**config.mk**
```make
export PLATFORM = sky130hd
export DESIGN_NAME = asfih_top
export DESIGN_NICKNAME = d
export VERILOG_FILES = /design/src/common/asfih_pkg.sv /design/src/hdl/asfih_top.sv
export SDC_FILE = /design/constraint.sdc
export NUM_CORES = 1
export LEC_CHECK = 0
export BUFFER_PORTS_ARGS = -buffer_cell sky130_fd_sc_hd__buf_2
export CAP_MARGIN = 10
export CORE_MARGIN = 2
export CORE_UTILIZATION = 43
export CTS_BUF_LIST = sky130_fd_sc_hd__clkbuf_4 sky130_fd_sc_hd__clkbuf_8
export CTS_CLUSTER_DIAMETER = 150
export CTS_CLUSTER_SIZE = 25
export DETAILED_ROUTE_END_ITERATION = 16
export PLACE_DENSITY_LB_ADDON = 0.15
export SYNTH_ARGS = -nofsm -noshare
export SYNTH_HDL_FRONTEND = slang
export SYNTH_SLANG_ARGS = --single-unit
```
**constraint.sdc**
```tcl
create_clock -name core_clk -period 5.85 [get_ports core_clk]
set_clock_uncertainty 0.2 [all_clocks]
set_input_delay 0.585 -clock core_clk [delete_from_list [all_inputs] [get_ports core_clk]]
set_output_delay 0.585 -clock core_clk [all_outputs]
set_load 0.01 [all_outputs]
```
**src/common/asfih_pkg.sv**
```systemverilog
// Constants and types of the set-features and idle command handler
// Behaviour
// - Identify returns the fixed advanced timing word 0492H.
// - Bits 2-0 give highest advanced PIO mode: 0 legacy, 1 mode 5, 2 mode 6.
// - Bits 5-3 give highest advanced multiword DMA: 0 legacy, 1 mode 3, 2 mode 4.
// - Bits 8-6 give selected advanced PIO mode, same encoding.
// - Bits 11-9 give selected advanced DMA mode; bits 15-12 reserved.
// - Opcode EFH carries feature code and a configuration value in sector count.
// - Feature 01H forces 8-bit data, no IOCS16; 81H restores 16-bit.
// - 02H enables, 82H disables write cache; disable flushes before completion.
// - Feature 03H: type in upper five bits, mode in low three bits.
// - Decode PIO default, IORDY off, PIO flow, multiword DMA, Ultra DMA; else reserved.
// - Exactly one PIO mode always selected; changed by set-features, and set to default by software reset unless 66H.
// - 55H disables read look-ahead, power-up default; AAH enables it.
// - 66H keeps settings over software reset; CCH makes software reset restore defaults again.
// - 09H enables, 89H disables extended power operations.
// - Features 69H, 96H and 97H are accepted as no-operations.
// - Idle opcode 97H or E3H: busy, enter idle, clear busy, interrupt.
// - Non-zero idle count is power-down timer in 5 ms units; enable auto power-down.
// - Zero idle count enables auto power-down with three 5 ms units.
`default_nettype none

package asfih_pkg;

    // Register byte addresses
    localparam logic [4:0] A_CMD   = 5'h00;
    localparam logic [4:0] A_STAT  = 5'h04;
    localparam logic [4:0] A_CFG   = 5'h08;
    localparam logic [4:0] A_IDENT = 5'h0C;
    localparam logic [4:0] A_TMR   = 5'h10;

    // Status write bits
    localparam int W_INTCLR = 0;
    localparam int W_SRST   = 1;

    // Opcodes
    localparam logic [7:0] OP_SETF   = 8'hEF;
    localparam logic [7:0] OP_IDLE_A = 8'h97;
    localparam logic [7:0] OP_IDLE_B = 8'hE3;

    // Feature codes
    localparam logic [7:0] F_8B_ON  = 8'h01;
    localparam logic [7:0] F_WC_ON  = 8'h02;
    localparam logic [7:0] F_XFER   = 8'h03;
    localparam logic [7:0] F_EP_ON  = 8'h09;
    localparam logic [7:0] F_LA_OFF = 8'h55;
    localparam logic [7:0] F_KEEP   = 8'h66;
    localparam logic [7:0] F_NOP_A  = 8'h69;
    localparam logic [7:0] F_8B_OFF = 8'h81;
    localparam logic [7:0] F_WC_OFF = 8'h82;
    localparam logic [7:0] F_EP_OFF = 8'h89;
    localparam logic [7:0] F_NOP_B  = 8'h96;
    localparam logic [7:0] F_OLD    = 8'h97;
    localparam logic [7:0] F_LA_ON  = 8'hAA;
    localparam logic [7:0] F_DEFS   = 8'hCC;

    // Transfer types and highest modes
    localparam logic [4:0] T_PIO_DEF = 5'h00;
    localparam logic [4:0] T_PIO_FC  = 5'h01;
    localparam logic [4:0] T_MDMA    = 5'h04;
    localparam logic [4:0] T_UDMA    = 5'h08;
    localparam logic [2:0] PIO_MAX   = 3'h6;
    localparam logic [2:0] MDMA_MAX  = 3'h4;
    localparam logic [2:0] UDMA_MAX  = 3'h4;

    // Advanced timing word fields
    localparam logic [2:0] ID_PIO_SUP  = 3'h2;
    localparam logic [2:0] ID_MDMA_SUP = 3'h2;
    localparam logic [2:0] ID_PIO_SEL  = 3'h2;
    localparam logic [2:0] ID_MDMA_SEL = 3'h2;
    localparam logic [3:0] ID_RSVD     = 4'h0;
    localparam logic [15:0] ID_WORD =
        {ID_RSVD, ID_MDMA_SEL, ID_PIO_SEL, ID_MDMA_SUP, ID_PIO_SUP};

    // Power-down time base
    localparam int         UNIT_MS      = 5;
    localparam int         CLK_KHZ      = 100000;
    localparam int         UNIT_CYC_DEF = UNIT_MS * CLK_KHZ;
    localparam logic [7:0] IDLE_DEF_UNITS = 8'h03;

    typedef enum logic [1:0] {S_IDLE, S_EXEC, S_FLUSH, S_DONE} asfih_fsm_t;

    typedef struct packed {
        logic       iordy_off;
        logic [2:0] udma;
        logic       udma_on;
        logic [2:0] mdma;
        logic       mdma_on;
        logic [2:0] pio;
        logic       keep_cfg;
        logic       extpwr;
        logic       lookahead;
        logic       wcache;
        logic       xfer_8bit;
    } asfih_cfg_t;

    typedef struct packed {
        logic apd_en;
        logic pdn;
        logic idle;
        logic intrq;
        logic abort;
        logic busy;
    } asfih_stat_t;

    typedef struct packed {
        asfih_fsm_t  st;
        asfih_cfg_t  cfg;
        asfih_stat_t stat;
        logic        flush;
        logic [7:0]  opc;
        logic [7:0]  feat;
        logic [7:0]  scnt;
        logic [7:0]  units;
        logic [7:0]  tmr;
        logic [19:0] div;
        logic        run;
        logic        wrq;
        logic [31:0] rdata;
    } asfih_st_t;

    localparam asfih_cfg_t CFG_DEF = 17'h00000;

    localparam asfih_st_t ST_RST = '{
        st: S_IDLE, cfg: CFG_DEF, stat: 6'h00, flush: 1'b0,
        opc: 8'h00, feat: 8'h00, scnt: 8'h00, units: 8'h00,
        tmr: 8'h00, div: 20'h00000, run: 1'b0, wrq: 1'b1,
        rdata: 32'h00000000};

endpackage

`default_nettype wire

```
**src/hdl/asfih_top.sv**
```systemverilog
// Set-features and idle command handler with Avalon-MM register access
`timescale 1ns/1ns
`default_nettype none

module asfih_top #(
    parameter int UNIT_CYC = asfih_pkg::UNIT_CYC_DEF
) (
    input  wire logic        core_clk,
    input  wire logic        sys_rst,
    input  wire logic [4:0]  avs_address,
    input  wire logic        avs_read,
    input  wire logic        avs_write,
    input  wire logic [31:0] avs_writedata,
    input  wire logic [3:0]  avs_byteenable,
    output var  logic [31:0] avs_readdata,
    output var  logic        avs_waitrequest,
    input  wire logic        flush_done,
    output var  logic        flush_req,
    output var  logic        xfer_8bit,
    output var  logic        wcache_en,
    output var  logic        lookahead_en,
    output var  logic        extpwr_en,
    output var  logic        host_intrq,
    output var  logic        busy,
    output var  logic        power_down
);
    import asfih_pkg::*;

    // ************************************************************
    // Decode helpers
    // ************************************************************

    // Feature code listed as supported
    function automatic logic feat_known(input logic [7:0] f);
        case (f)
            F_8B_ON, F_WC_ON, F_XFER, F_EP_ON, F_LA_OFF, F_KEEP,
            F_NOP_A, F_8B_OFF, F_WC_OFF, F_EP_OFF, F_NOP_B,
            F_OLD, F_LA_ON, F_DEFS:
                feat_known = 1'b1;
            default:
                feat_known = 1'b0;
        endcase
    endfunction

    // Idle opcode in either form
    function automatic logic is_idle(input logic [7:0] op);
        is_idle = (op == OP_IDLE_A) || (op == OP_IDLE_B);
    endfunction

    // ************************************************************
    // State
    // ************************************************************

    asfih_st_t q;
    asfih_st_t n;

    logic bus_wr;
    logic bus_acc;

    // Request completes in the cycle waitrequest is low
    assign bus_acc = (avs_read || avs_write) && !q.wrq;
    assign bus_wr  = avs_write && !q.wrq;

    // ************************************************************
    // Next-state logic
    // ************************************************************

    // Bus slave, command launch, executor and power-down timer
    always_comb
    begin
        n = q;

        // One wait cycle, then answer
        if (!q.wrq)
        begin
            n.wrq = 1'b1;
        end
        else if (avs_read || avs_write)
        begin
            n.wrq = 1'b0;
            case (avs_address)
                A_CMD:   n.rdata = {8'h00, q.scnt, q.feat, q.opc};
                A_STAT:  n.rdata = 32'(q.stat);
                A_CFG:   n.rdata = 32'(q.cfg);
                A_IDENT: n.rdata = 32'(ID_WORD);
                A_TMR:   n.rdata = {16'h0000, q.units, q.tmr};
                default: n.rdata = 32'h00000000;
            endcase
        end

        // Command block write launches a command
        if (bus_wr && avs_address == A_CMD && avs_byteenable[0] && !q.stat.busy)
        begin
            n.opc = avs_writedata[7:0];
            if (avs_byteenable[1])
            begin
                n.feat = avs_writedata[15:8];
            end
            if (avs_byteenable[2])
            begin
                n.scnt = avs_writedata[23:16];
            end
            n.st         = S_EXEC;
            n.stat.busy  = 1'b1;
            n.stat.abort = 1'b0;
            n.stat.intrq = 1'b0;
            n.stat.pdn   = 1'b0;
            n.stat.idle  = 1'b0;
            n.run        = 1'b0;
        end

        // Status write: interrupt clear and software reset
        if (bus_wr && avs_address == A_STAT && avs_byteenable[0])
        begin
            if (avs_writedata[W_INTCLR])
            begin
                n.stat.intrq = 1'b0;
            end
            if (avs_writedata[W_SRST] && !q.stat.busy)
            begin
                n.stat.abort = 1'b0;
                if (!q.cfg.keep_cfg)
                begin
                    n.cfg = CFG_DEF;
                end
            end
        end

        // Power-down timer in 5 ms ticks; expiry beats a launch clear
        if (q.run)
        begin
            if (q.div == 20'(UNIT_CYC - 1))
            begin
                n.div = 20'h00000;
                if (q.tmr <= 8'h01)
                begin
                    n.tmr      = 8'h00;
                    n.run      = 1'b0;
                    n.stat.pdn = 1'b1;
                end
                else
                begin
                    n.tmr = q.tmr - 8'h01;
                end
            end
            else
            begin
                n.div = q.div + 20'h00001;
            end
        end

        // Command executor
        case (q.st)
            S_IDLE:
            begin
                // Keep the launch above, which moves on to EXEC
            end
            S_EXEC:
            begin
                n.st = S_DONE;
                if (q.opc == OP_SETF && !feat_known(q.feat))
                begin
                    n.stat.abort = 1'b1;
                end
                else if (q.opc == OP_SETF)
                begin
                    case (q.feat)
                        F_8B_ON:  n.cfg.xfer_8bit = 1'b1;
                        F_8B_OFF: n.cfg.xfer_8bit = 1'b0;
                        F_WC_ON:  n.cfg.wcache = 1'b1;
                        F_WC_OFF:
                        begin
                            n.cfg.wcache = 1'b0;
                            n.flush      = 1'b1;
                            n.st         = S_FLUSH;
                        end
                        F_EP_ON:  n.cfg.extpwr = 1'b1;
                        F_EP_OFF: n.cfg.extpwr = 1'b0;
                        F_LA_OFF: n.cfg.lookahead = 1'b0;
                        F_LA_ON:  n.cfg.lookahead = 1'b1;
                        F_KEEP:   n.cfg.keep_cfg = 1'b1;
                        F_DEFS:   n.cfg.keep_cfg = 1'b0;
                        F_XFER:
                        begin
                            // Type in bits 7-3, mode in bits 2-0
                            case (q.scnt[7:3])
                                T_PIO_DEF:
                                begin
                                    if (q.scnt[2:1] == 2'h0)
                                    begin
                                        n.cfg.pio       = 3'h0;
                                        n.cfg.iordy_off = q.scnt[0];
                                    end
                                    else
                                    begin
                                        n.stat.abort = 1'b1;
                                    end
                                end
                                T_PIO_FC:
                                begin
                                    if (q.scnt[2:0] <= PIO_MAX)
                                    begin
                                        n.cfg.pio       = q.scnt[2:0];
                                        n.cfg.iordy_off = 1'b0;
                                    end
                                    else
                                    begin
                                        n.stat.abort = 1'b1;
                                    end
                                end
                                T_MDMA:
                                begin
                                    if (q.scnt[2:0] <= MDMA_MAX)
                                    begin
                                        n.cfg.mdma    = q.scnt[2:0];
                                        n.cfg.mdma_on = 1'b1;
                                        n.cfg.udma_on = 1'b0;
                                    end
                                    else
                                    begin
                                        n.stat.abort = 1'b1;
                                    end
                                end
                                T_UDMA:
                                begin
                                    if (q.scnt[2:0] <= UDMA_MAX)
                                    begin
                                        n.cfg.udma    = q.scnt[2:0];
                                        n.cfg.udma_on = 1'b1;
                                        n.cfg.mdma_on = 1'b0;
                                    end
                                    else
                                    begin
                                        n.stat.abort = 1'b1;
                                    end
                                end
                                default: n.stat.abort = 1'b1;
                            endcase
                        end
                        default:
                        begin
                            n.stat.abort = 1'b0;
                        end
                    endcase
                end
                else if (is_idle(q.opc))
                begin
                    n.stat.idle   = 1'b1;
                    n.stat.apd_en = 1'b1;
                    if (q.scnt == 8'h00)
                    begin
                        n.units = IDLE_DEF_UNITS;
                    end
                    else
                    begin
                        n.units = q.scnt;
                    end
                end
                else
                begin
                    n.stat.abort = 1'b1;
                end
            end
            S_FLUSH:
            begin
                // Completion waits for cached data to reach flash
                if (flush_done)
                begin
                    n.flush = 1'b0;
                    n.st    = S_DONE;
                end
            end
            S_DONE:
            begin
                n.st         = S_IDLE;
                n.stat.busy  = 1'b0;
                n.stat.intrq = 1'b1;
                if (q.stat.apd_en)
                begin
                    n.run = 1'b1;
                    n.div = 20'h00000;
                    n.tmr = n.units;
                end
            end
            default:
            begin
                n.st = S_IDLE;
            end
        endcase
    end

    // ************************************************************
    // State register
    // ************************************************************

    // Whole state in one register
    always_ff @(posedge core_clk or posedge sys_rst)
    begin
        if (sys_rst)
        begin
            q <= ST_RST;
        end
        else
        begin
            q <= n;
        end
    end

    // Outputs straight from state flops
    assign avs_readdata    = q.rdata;
    assign avs_waitrequest = q.wrq;
    assign flush_req       = q.flush;
    assign xfer_8bit       = q.cfg.xfer_8bit;
    assign wcache_en       = q.cfg.wcache;
    assign lookahead_en    = q.cfg.lookahead;
    assign extpwr_en       = q.cfg.extpwr;
    assign host_intrq      = q.stat.intrq;
    assign busy            = q.stat.busy;
    assign power_down      = q.stat.pdn;

    logic exec_setf;
    logic exec_idle;

    // Executor decode points
    assign exec_setf = (q.st == S_EXEC) && (q.opc == OP_SETF);
    assign exec_idle = (q.st == S_EXEC) && is_idle(q.opc);
endmodule // asfih_top

`default_nettype wire

```
==> results.cfg, run 1 <==
[place]
place_ws_ps = 2820
port_buffers = 69
dpl.cell_count = 814
gp_congestion = 0.857
dpl.hpwl_mm = 10.5
dpl_cell_area_um2 = 6210

[floorplan]
pin_count = 87
start_util_pct = 43.5
die_h_um = 122
rows = 43
fp.dieArea_um2 = 14900
die_w_um = 122
core_um2 = 13700

[synthesis]
synth_edf_count = 0
synthMuxAreaShare_pct = 8.67
yosysTopAreaCellShare_pct = 46.5
yosys_warnings = 0
synth_top_cell_by_area = dfrtp_1
synth-seq-cells = 112
synth_top_family_by_area = simple AND/OR/NAND/NOR gates
synth_compound_area_share_pct = 11.5
async_reset_ff_share_pct = 100
yosys-top-cells-area = dfrtp_1 46%, nand2_1 5.8%, buf_4 4.3%
netlist_instances = 614
syn_area_um2 = 5970
synth_fa_ha_area_share_pct = 0.628
synthSimpleGateAreaFrac_pct = 22.4
synthXorXnorAreaFrac_pct = 2.79
synth.avg_cell_area_um2 = 9.73
yosysUniqueCellTypes = 66
yosysSeqAreaShare_pct = 46.9
synth_top_flop_cell = dfrtp_1

[grt]
antenna_found_initial = 0
grt_pass1_wl_mm = 23.4
overflow = 0
grt_usage_pct = 20.5
grt_max_degree = 59
grt_pass1_vias = 4397

[setup_path]
cp-start-kind = register
crit_arrival_ps = 2710
slowest_stage = nand2_1
cp.buffers_inverters = 0
critPathMaxFanout = 20
max_stage_delay_ps = 530
worst-setup-path-type = reg2reg
cp-end-kind = register
required_ps = 5900
critical_path.top_delay_family = simple AND/OR/NAND/NOR gates
rrSetupSlack_ps = 3190
path_cells = ha_1 > nor4bb_1 > nand4_1 > or2_1 > nand2_1 > nor2_1

[clock_tree]
cts-root-buf = clkbuf_8
post_cts_resized = 0
h-tree-depth = 3
cts_sinks = 112
cts_tree = done
clk_pin_slew_worst_paths_ps = 110
cts_buffers = 9
cts_hold_buf = 0
clock_latency_ps = 400
cts_buffer_depth = 2
cts_setup_buffers = 0

[drt]
ant_nets = 0
drc_errors = 0
vias = 4523
via_per_inst = 5.45
drt_iter0_drc = 325
first_pass_iters = 5
drt-total-wl_mm = 14.3
wl_per_cell_um = 17.3

[sta]
setup_tns_ps = 0
tightest_slew_ps = 961
post-route-period-util_pct = 45.5
rsz0062_at_grt = no
timing.final.ws_setup_ps = 3190
period_minus_slack_ps = 2660
max_freq_mhz = 376
max_slew_margin_pct = 35.7
setup_viol = 0
finalHoldViolations = 0
slew_violations = 0

[power]
p_leak_nw = 3.00
p_per_area_nw_per_um2 = 260
irDropWorstVdd_uv = 131
power.total_mw = 1.67

[layout]
fillers = 1343
multi_input_area_um2 = 2780
postLayoutCellArea_um2 = 6430
seq_area_um2 = 2800
drive_gt1_share_pct = 19.5
fin_cells = 830
area_delta_synth_final_pct = 7.66
final_net_count = 694
antenna_cells = 0

[hold_path]
hold_class = in2async

[run_status]
status = finished, final reports clean

[flow_run]
cap_violations = 0
## metal layers
layer	routed length, um	up-vias	global-route usage (%)
li1	-	2185	-
met1	7180	2195	31.8
met2	5990	121	28.0
met3	729	22	3.00
met4	425	0	9.20
met5	0	-	0
## cells in the mapped netlist, types with 4 or more instances
cell type	instances
xor2_1	14
buf_2	8
mux2_2	12
o21ai_1	6
or3_1	5
nand4_1	11
xnor2_1	5
and3_1	5
o211ai_1	5
mux2_4	8
nor4bb_1	5
o31ai_1	5
buf_4	34
a22oi_1	4
nor2b_1	5
nor2_1	57
mux2i_1	24
buf_6	4
a221oi_1	4
nand2b_1	5
nand3_1	18
nand4bb_1	4
nand2_1	93
inv_1	9
clkbuf_1	12
a21oi_1	23
dfrtp_1	111
nor4_1	8
o21ai_0	41
nor3_1	10
a31oi_1	4
## logic make-up after synthesis
family	count (synthesis)
xor+xnor	19
mux	46
buf+inv	67
other cells	1
fa+ha+maj	3
simple gates	255
compound gates	111
flops	112
## layout make-up
type	instances	share of cell area [%]
flip-flops and latches	112	43.6
multi-input cells	442	43.2
repair buffers	71	5.60
well taps	180	3.50
clock buffers	11	2.26
clock inverters	5	1.24
inverters	9	0.564
## registers in the layout, summed over array words and instances (netlist names)
signal,cells
avs_waitrequest,1
xfer_8bit,1
flush_req,1
lookahead_en,1
power_down,1
host_intrq,1
extpwr_en,1
wcache_en,1
q,79
busy,1
avs_readdata,24
## layout by cell type (no fill, tap or decap), types with 3 or more instances in the layout
cell and instances:
dfrtp_1 111, nand2_1 93, buf_2 69, nor2_1 57, o21ai_0 41, mux2i_1 24, a21oi_1 23, nand3_1 18
xor2_1 14, mux2_2 12, nand4_1 11, nor3_1 10, clkbuf_8 10, inv_1 8, nor4_1 8, mux2_4 8
conb_1 8, or3_1 5, o31ai_1 5, nor2b_1 5, nor4bb_1 5, o211ai_1 5, and3_1 5, xnor2_1 5
nand2b_1 5, o21ai_1 5, a22oi_1 4, a31oi_1 4, nand4bb_1 4, a221oi_1 4, a21o_1 3, nor3_4 3
nor4b_1 3, nand4b_1 3, ha_1 3
## stage by stage
| stage | util [%] | hold slack [ps] |
|---|---|---|
| 5_1_grt | 46.9 | 152 |
| 2_1_floorplan | - | 248 |
| 6_report | 46.9 | 86.0 |
| 3_5_place_dp | 45.2 | 268 |
| 3_3_place_gp | 45.2 | 259 |
| 4_1_cts | 46.9 | 109 |
## path summary, 6_finish.rpt
kind | from | end | depth (start not counted)
setup / recovery | q[34]$_DFF_PP0_ | q[36]$_DFF_PP0_ | 6
hold / removal | sys_rst | q[59]$_DFF_PP0_ | 2
setup reg to reg | q[34]$_DFF_PP0_ | q[36]$_DFF_PP0_ | 6
hold reg to reg | avs_readdata[5]$_DFFE_PP0P_ | avs_readdata[5]$_DFFE_PP0P_ | 2
max in group asynchronous | sys_rst | q[113]$_DFF_PP0_ | 3
min in group core_clk | avs_writedata[6] | q[92]$_DFFE_PP0P_ | 3
## power breakdown
part           internal (mW)  switching, mW  total (mW)
registers              0.830         0.0806       0.911
logic                 0.0988          0.136       0.235
clock network          0.257          0.268       0.525
total                   1.19          0.484        1.67
## worst register-to-register path, stage by stage, from the launching register on
cell      delay [ps]
dfrtp_1          410
ha_1             210
nor4bb_1         290
nand4_1          340
or2_1            420
nand2_1          530
nor2_1           130
No activity file was read; power rests on OpenSTA's default activity.
==> inputs of run 2 (changes only) <==
--- a/config.mk
+++ b/config.mk
@@ -5,6 +5,7 @@
 export SDC_FILE = /design/constraint.sdc
 export NUM_CORES = 1
 export LEC_CHECK = 0
+export ABC_AREA = 1
 export BUFFER_PORTS_ARGS = -buffer_cell sky130_fd_sc_hd__buf_2
 export CAP_MARGIN = 10
 export CORE_MARGIN = 2
==> constraint.sdc (replaced) <==
create_clock -name core_clk -period 2.55 [get_ports core_clk]
set_clock_uncertainty 0.2 [all_clocks]
set_input_delay 0.255 -clock core_clk [delete_from_list [all_inputs] [get_ports core_clk]]
set_output_delay 0.255 -clock core_clk [all_outputs]
set_load 0.01 [all_outputs]
==> results.cfg, run 2 <==
[hold_path]
hold_end = avs_readdata[0]$_DFFE_PP0P_
hold_class = in2reg
holdCritStartpoint = avs_write
hold_depth = 4

[floorplan]
pin_count = 87
core_um2 = 14400
rows = 44
die_h_um = 125
start_util_pct = 43.8
die_w_um = 125
fp.dieArea_um2 = 15700

[place]
dpl.hpwl_mm = 12.1
gp_congestion = 0.884
port_buffers = 69
dpl_cell_area_um2 = 6710

[power]
irDropWorstVdd_uv = 289
p_leak_nw = 3.71
p_per_area_nw_per_um2 = 542

[setup_path]
r2r-start = avs_waitrequest$_DFF_PP1_
r2r-end = q[107]$_DFF_PP0_
rrSetupSlack_ps = 420
cp-end-kind = register
worst-setup-path-type = reg2reg
critPathMaxFanout = 8
required_ps = 2670
r2r_cells = 10
crit_arrival_ps = 2260
cp-start-kind = register

[synthesis]
synth_edf_count = 0
yosys-top-cells-area = dfrtp_1 44%, nand2_1 14%, nor2_1 6.4%
synth.avg_cell_area_um2 = 7.38
synth_top_cell_by_area = dfrtp_1
yosysTopAreaCellShare_pct = 44.0
synth_commonest_cells = 237 x nand2_1, 111 x dfrtp_1, 108 x nor2_1, 91 x inv_1, 58 x nand3_1
async_reset_ff_share_pct = 100
synth.most_common_cell = nand2_1
yosys_warnings = 0
netlist_instances = 855
syn_area_um2 = 6310
yosysSeqAreaShare_pct = 44.4
yosysUniqueCellTypes = 42
synth-seq-cells = 112
synth_top_flop_cell = dfrtp_1

[grt]
grt_pass1_wl_mm = 26.6
overflow = 0
antenna_found_initial = 0
grt_usage_pct = 21.1
grt_pass1_vias = 5314
grt_max_degree = 59

[sta]
max_freq_mhz = 469
period_minus_slack_ps = 2130
max_slew_margin_pct = 61.8
setup_tns_ps = 0
finalHoldViolations = 0
post-route-period-util_pct = 83.7
tightest_slew_ps = 572
rsz0062_at_grt = no
setup_viol = 0
slew_violations = 0

[drt]
first_pass_iters = 5
via_per_inst = 4.96
vias = 5564
ant_nets = 0
wl_per_cell_um = 14.4
drc_errors = 0
drt-total-wl_mm = 16.2
drt_iter0_drc = 392

[layout]
fillers = 1451
antenna_cells = 0
layout_commonest_cell = nand2_1
area_delta_synth_final_pct = 13.9
drive_gt1_share_pct = 14.3
mostFrequentLayoutCells = 237 x nand2_1, 111 x dfrtp_1, 108 x nor2_1
largest_register_ffs = 79
postLayoutCellArea_um2 = 7190
final_net_count = 981
top_register = q

[clock_tree]
cts-root-buf = clkbuf_8
cts_sinks = 112
cts_setup_buffers = 0
cts_buffer_depth = 2
cts_tree = done
clock_latency_ps = 410
h-tree-depth = 3
post_cts_resized = 0
clk_pin_slew_worst_paths_ps = 130
cts_buffers = 9
cts_hold_buf = 27

[run_status]
status = finished, final reports clean

[flow_run]
cap_violations = 0
## run 2: layer usage
metal | vias to the layer above | GRT usage (%) | share of wire, %
met5 | - | 0 | 0
met4 | 0 | 5.23 | 1.9
met3 | 22 | 4.02 | 3.2
met2 | 106 | 38.8 | 51
met1 | 2570 | 25.5 | 44
li1 | 2866 | - | -
## run 2: power breakdown
group | total (mW) | leakage [nW] | switching (mW) | internal, mW
registers | 2.08 | 1.36 | 0.145 | 1.93
clock network | 1.12 | 0.106 | 0.700 | 0.417
logic | 0.697 | 2.24 | 0.434 | 0.263
## run 2: per-stage QoR
stage	power [mW]	utilization [%]	worst slack [ps]	instances	hold WS [ps]
global placement	2.78	46.5	399	1078	151
CTS	3.93	49.8	399	1121	9.41
detailed placement	2.78	46.5	389	1078	153
global route	4.14	49.8	231	1121	21.2
floorplan	2.58	-	738	862	165
finish	3.89	49.8	416	1121	16.5
## run 2: worst max-delay path by stage
stage                                   start                     endpoint  slack (ps)  cells after the start
global route                  q[33]$_DFF_PP0_              q[51]$_DFF_PP0_         230                      9
finish              avs_waitrequest$_DFF_PP1_             q[107]$_DFF_PP0_         420                     10
floorplan                             sys_rst  avs_readdata[0]$_DFFE_PP0P_         740                      1
detailed placement                  avs_write             q[107]$_DFF_PP0_         390                     12
global placement                    avs_write             q[107]$_DFF_PP0_         400                     12
CTS                 avs_waitrequest$_DFF_PP1_             q[107]$_DFF_PP0_         400                     10
## run 2: cell families (layout without fill, tap and decap cells)
group,Yosys count,after routing,share of synthesized area (%)
simple gates,472,472,32.8
buf+inv,144,219,10.9
compound gates,118,118,10.5
flops,112,112,44.4
xor+xnor,5,5,0.694
fa+ha+maj,3,3,0.595
other cells,1,8,0.0594
## run 2: final cells by class
type	count	area, um^2	area share, %
Inverter	97	384	5.34
Tap cell	184	230	3.20
Sequential cell	112	2800	39.0
Timing Repair Buffer	106	716	9.96
Clock inverter	6	67.6	0.940
Clock buffer	10	138	1.91
Multi-Input combinational cell	606	2850	39.6
## run 2: worst max-delay path, cell delays in order (launching register included)
cell and delay (ps):
dfstp_2 400, nor2_1 270, inv_1 110, nor2_1 180, nand3_1 320, inv_1 270, nor2_1 90, nand2_1 60
nand2_1 50, nand2_1 50, nand2_1 40
==> inputs of run 3 (changes only) <==
--- a/config.mk
+++ b/config.mk
@@ -5,7 +5,7 @@
 export SDC_FILE = /design/constraint.sdc
 export NUM_CORES = 1
 export LEC_CHECK = 0
-export ABC_AREA = 1
+export ABC_AREA = 0
 export BUFFER_PORTS_ARGS = -buffer_cell sky130_fd_sc_hd__buf_2
 export CAP_MARGIN = 10
 export CORE_MARGIN = 2
==> constraint.sdc (replaced) <==
create_clock -name core_clk -period 2.05 [get_ports core_clk]
set_clock_uncertainty 0.2 [all_clocks]
set_input_delay 0.205 -clock core_clk [delete_from_list [all_inputs] [get_ports core_clk]]
set_output_delay 0.205 -clock core_clk [all_outputs]
set_load 0.01 [all_outputs]
==> results.cfg, run 3 (synthesis results as in run 1) <==
[setup_path]
critical_path.top_delay_family = compound AO/OA/AOI/OAI gates
cpMostUsedCell = buf_4
critPathMaxFanout = 5
cp-start-kind = register
crit_arrival_ps = 2110
max_stage_delay_ps = 380
worst-setup-path-type = reg2reg
required_ps = 2140
slowest_stage = dfrtp_1
path_cells = ha_2 > nor4bb_1 > nand4_1 > buf_4 > buf_4 > o31a_1 > a31oi_1 > a21oi_1
cp.buffers_inverters = 2
rrSetupSlack_ps = 30
cp-end-kind = register

[clock_tree]
h-tree-depth = 3
clk_pin_slew_worst_paths_ps = 110
clock_latency_ps = 400
cts_buffer_depth = 2
cts_buffers = 9
cts_sinks = 112
cts_tree = done
cts-root-buf = clkbuf_8

[floorplan]
rows = 43
core_um2 = 13700
fp.dieArea_um2 = 14900
start_util_pct = 43.5
pin_count = 87
die_h_um = 122
die_w_um = 122

[sta]
rsz0062_at_grt = yes
max_freq_mhz = 495
slew_violations = 0
setup_tns_ps = 0
whs_ps = 51.4
finalHoldViolations = 0
post-route-period-util_pct = 98.6
setup_viol = 0
period_minus_slack_ps = 2020

[drt]
ant_nets = 0
wl_per_cell_um = 16.7
drc_errors = 0
drt-total-wl_mm = 15.7
vias = 4926
via_per_inst = 5.27
first_pass_iters = 5
drt_iter0_drc = 389

[layout]
area_delta_synth_final_pct = 24.5
mostFrequentLayoutCells = 109 x dfrtp_1, 93 x nand2_1, 77 x buf_4
largest_register_ffs = 79
top_register = q
drive_gt1_share_pct = 30.6
fin_util_pct = 54.2
fin_cells = 935
antenna_cells = 0
final_net_count = 799
layout_commonest_cell = dfrtp_1

[power]
p_per_area_nw_per_um2 = 661
irDropWorstVdd_uv = 310
p_leak_nw = 3.51

[place]
gp_congestion = 0.875
port_buffers = 69
dpl.hpwl_mm = 11.4
dpl.cell_count = 884

[run_status]
status = finished, final reports clean

[grt]
grt_max_degree = 46
overflow = 0
grt_pass1_wl_mm = 25.5
antenna_found_initial = 0
grt_pass1_vias = 4832
grt_usage_pct = 22.4

[flow_run]
cap_violations = 0

[hold_path]
hold_class = in2async
run 3: changes by cell type in the layout (fill, tap and decap cells not counted), moves of 9 or more:
cell	before	now
a21oi_1	39	22
buf_4	8	77
inv_1	90	7
mux2_2	0	12
mux2i_1	0	24
nand2_1	237	93
nand3_1	58	17
nor2_1	108	57
nor2_2	10	0
o21ai_0	54	40
xor2_1	5	14
run 3: layer usage:
metal,share of wire (%),vias to the layer above,GRT usage [%],wire length [um]
met5,0,-,0,0
met4,2.3,0,8.84,364
met3,5.0,17,2.81,789
met2,44,134,32.9,6930
met1,48,2379,33.5,7580
li1,-,2396,-,-
run 3: worst register-to-register path, delay by kind of cell, from the launching register on:
family                   cells  cell delay (ps)
AO/OA/AOI/OAI                3              500
adder cells (fa/ha/maj)      1              200
buffers and inverters        2              310
flip-flops                   1              380
AND/OR/NAND/NOR              2              340
run 3: worst paths after layout:
check,start,to,cells past startpoint
max in group asynchronous,sys_rst,q[42]$_DFF_PP0_,4
min reg2reg,avs_readdata[23]$_DFFE_PP0P_,avs_readdata[23]$_DFFE_PP0P_,2
min in group core_clk,avs_address[1],avs_readdata[10]$_DFFE_PP0P_,4
min,sys_rst,avs_readdata[0]$_DFFE_PP0P_,3
max reg2reg,q[35]$_DFF_PP0_,q[56]$_DFF_PP0_,8
max,q[35]$_DFF_PP0_,q[56]$_DFF_PP0_,8
run 3: where the power goes:
| group | total [mW] | switching [mW] | leakage (nW) | internal (mW) |
|---|---|---|---|---|
| Combinational | 0.986 | 0.515 | 1.95 | 0.471 |
| Sequential | 2.54 | 0.174 | 1.47 | 2.37 |
| Clock | 1.39 | 0.803 | 0.100 | 0.586 |
| Total | 4.92 | 1.49 | 3.51 | 3.43 |
run 3: final cells by class:
class,count,area (um^2)
clock buffers,10,131
clock inverters,6,68.8
fillers,1251,6280
inverters,9,37.5
multi-input cells,442,2910
flip-flops and latches,112,2810
well taps,180,225
repair buffers,176,1250
run 3: what timing repair did:
item,4_1_cts,5_1_grt
resized for setup,6,21
setup buffers,1,7
endpoints found under the hold margin,141,0
setup endpoints to repair,30,32
hold buffers,27,0
pin swaps,3,8
run 3: metrics by stage:
stage / total power, mW / setup slack [ps] / instance area, um^2
after floorplan: 3.10 / 26.1 / 6010
after global placement: 3.45 / -77.8 / 6780
after detailed placement: 3.48 / -152 / 6780
after CTS: 4.92 / -12.3 / 7290
after global routing: 5.18 / -125 / 7440
final: 4.92 / 29.6 / 7440
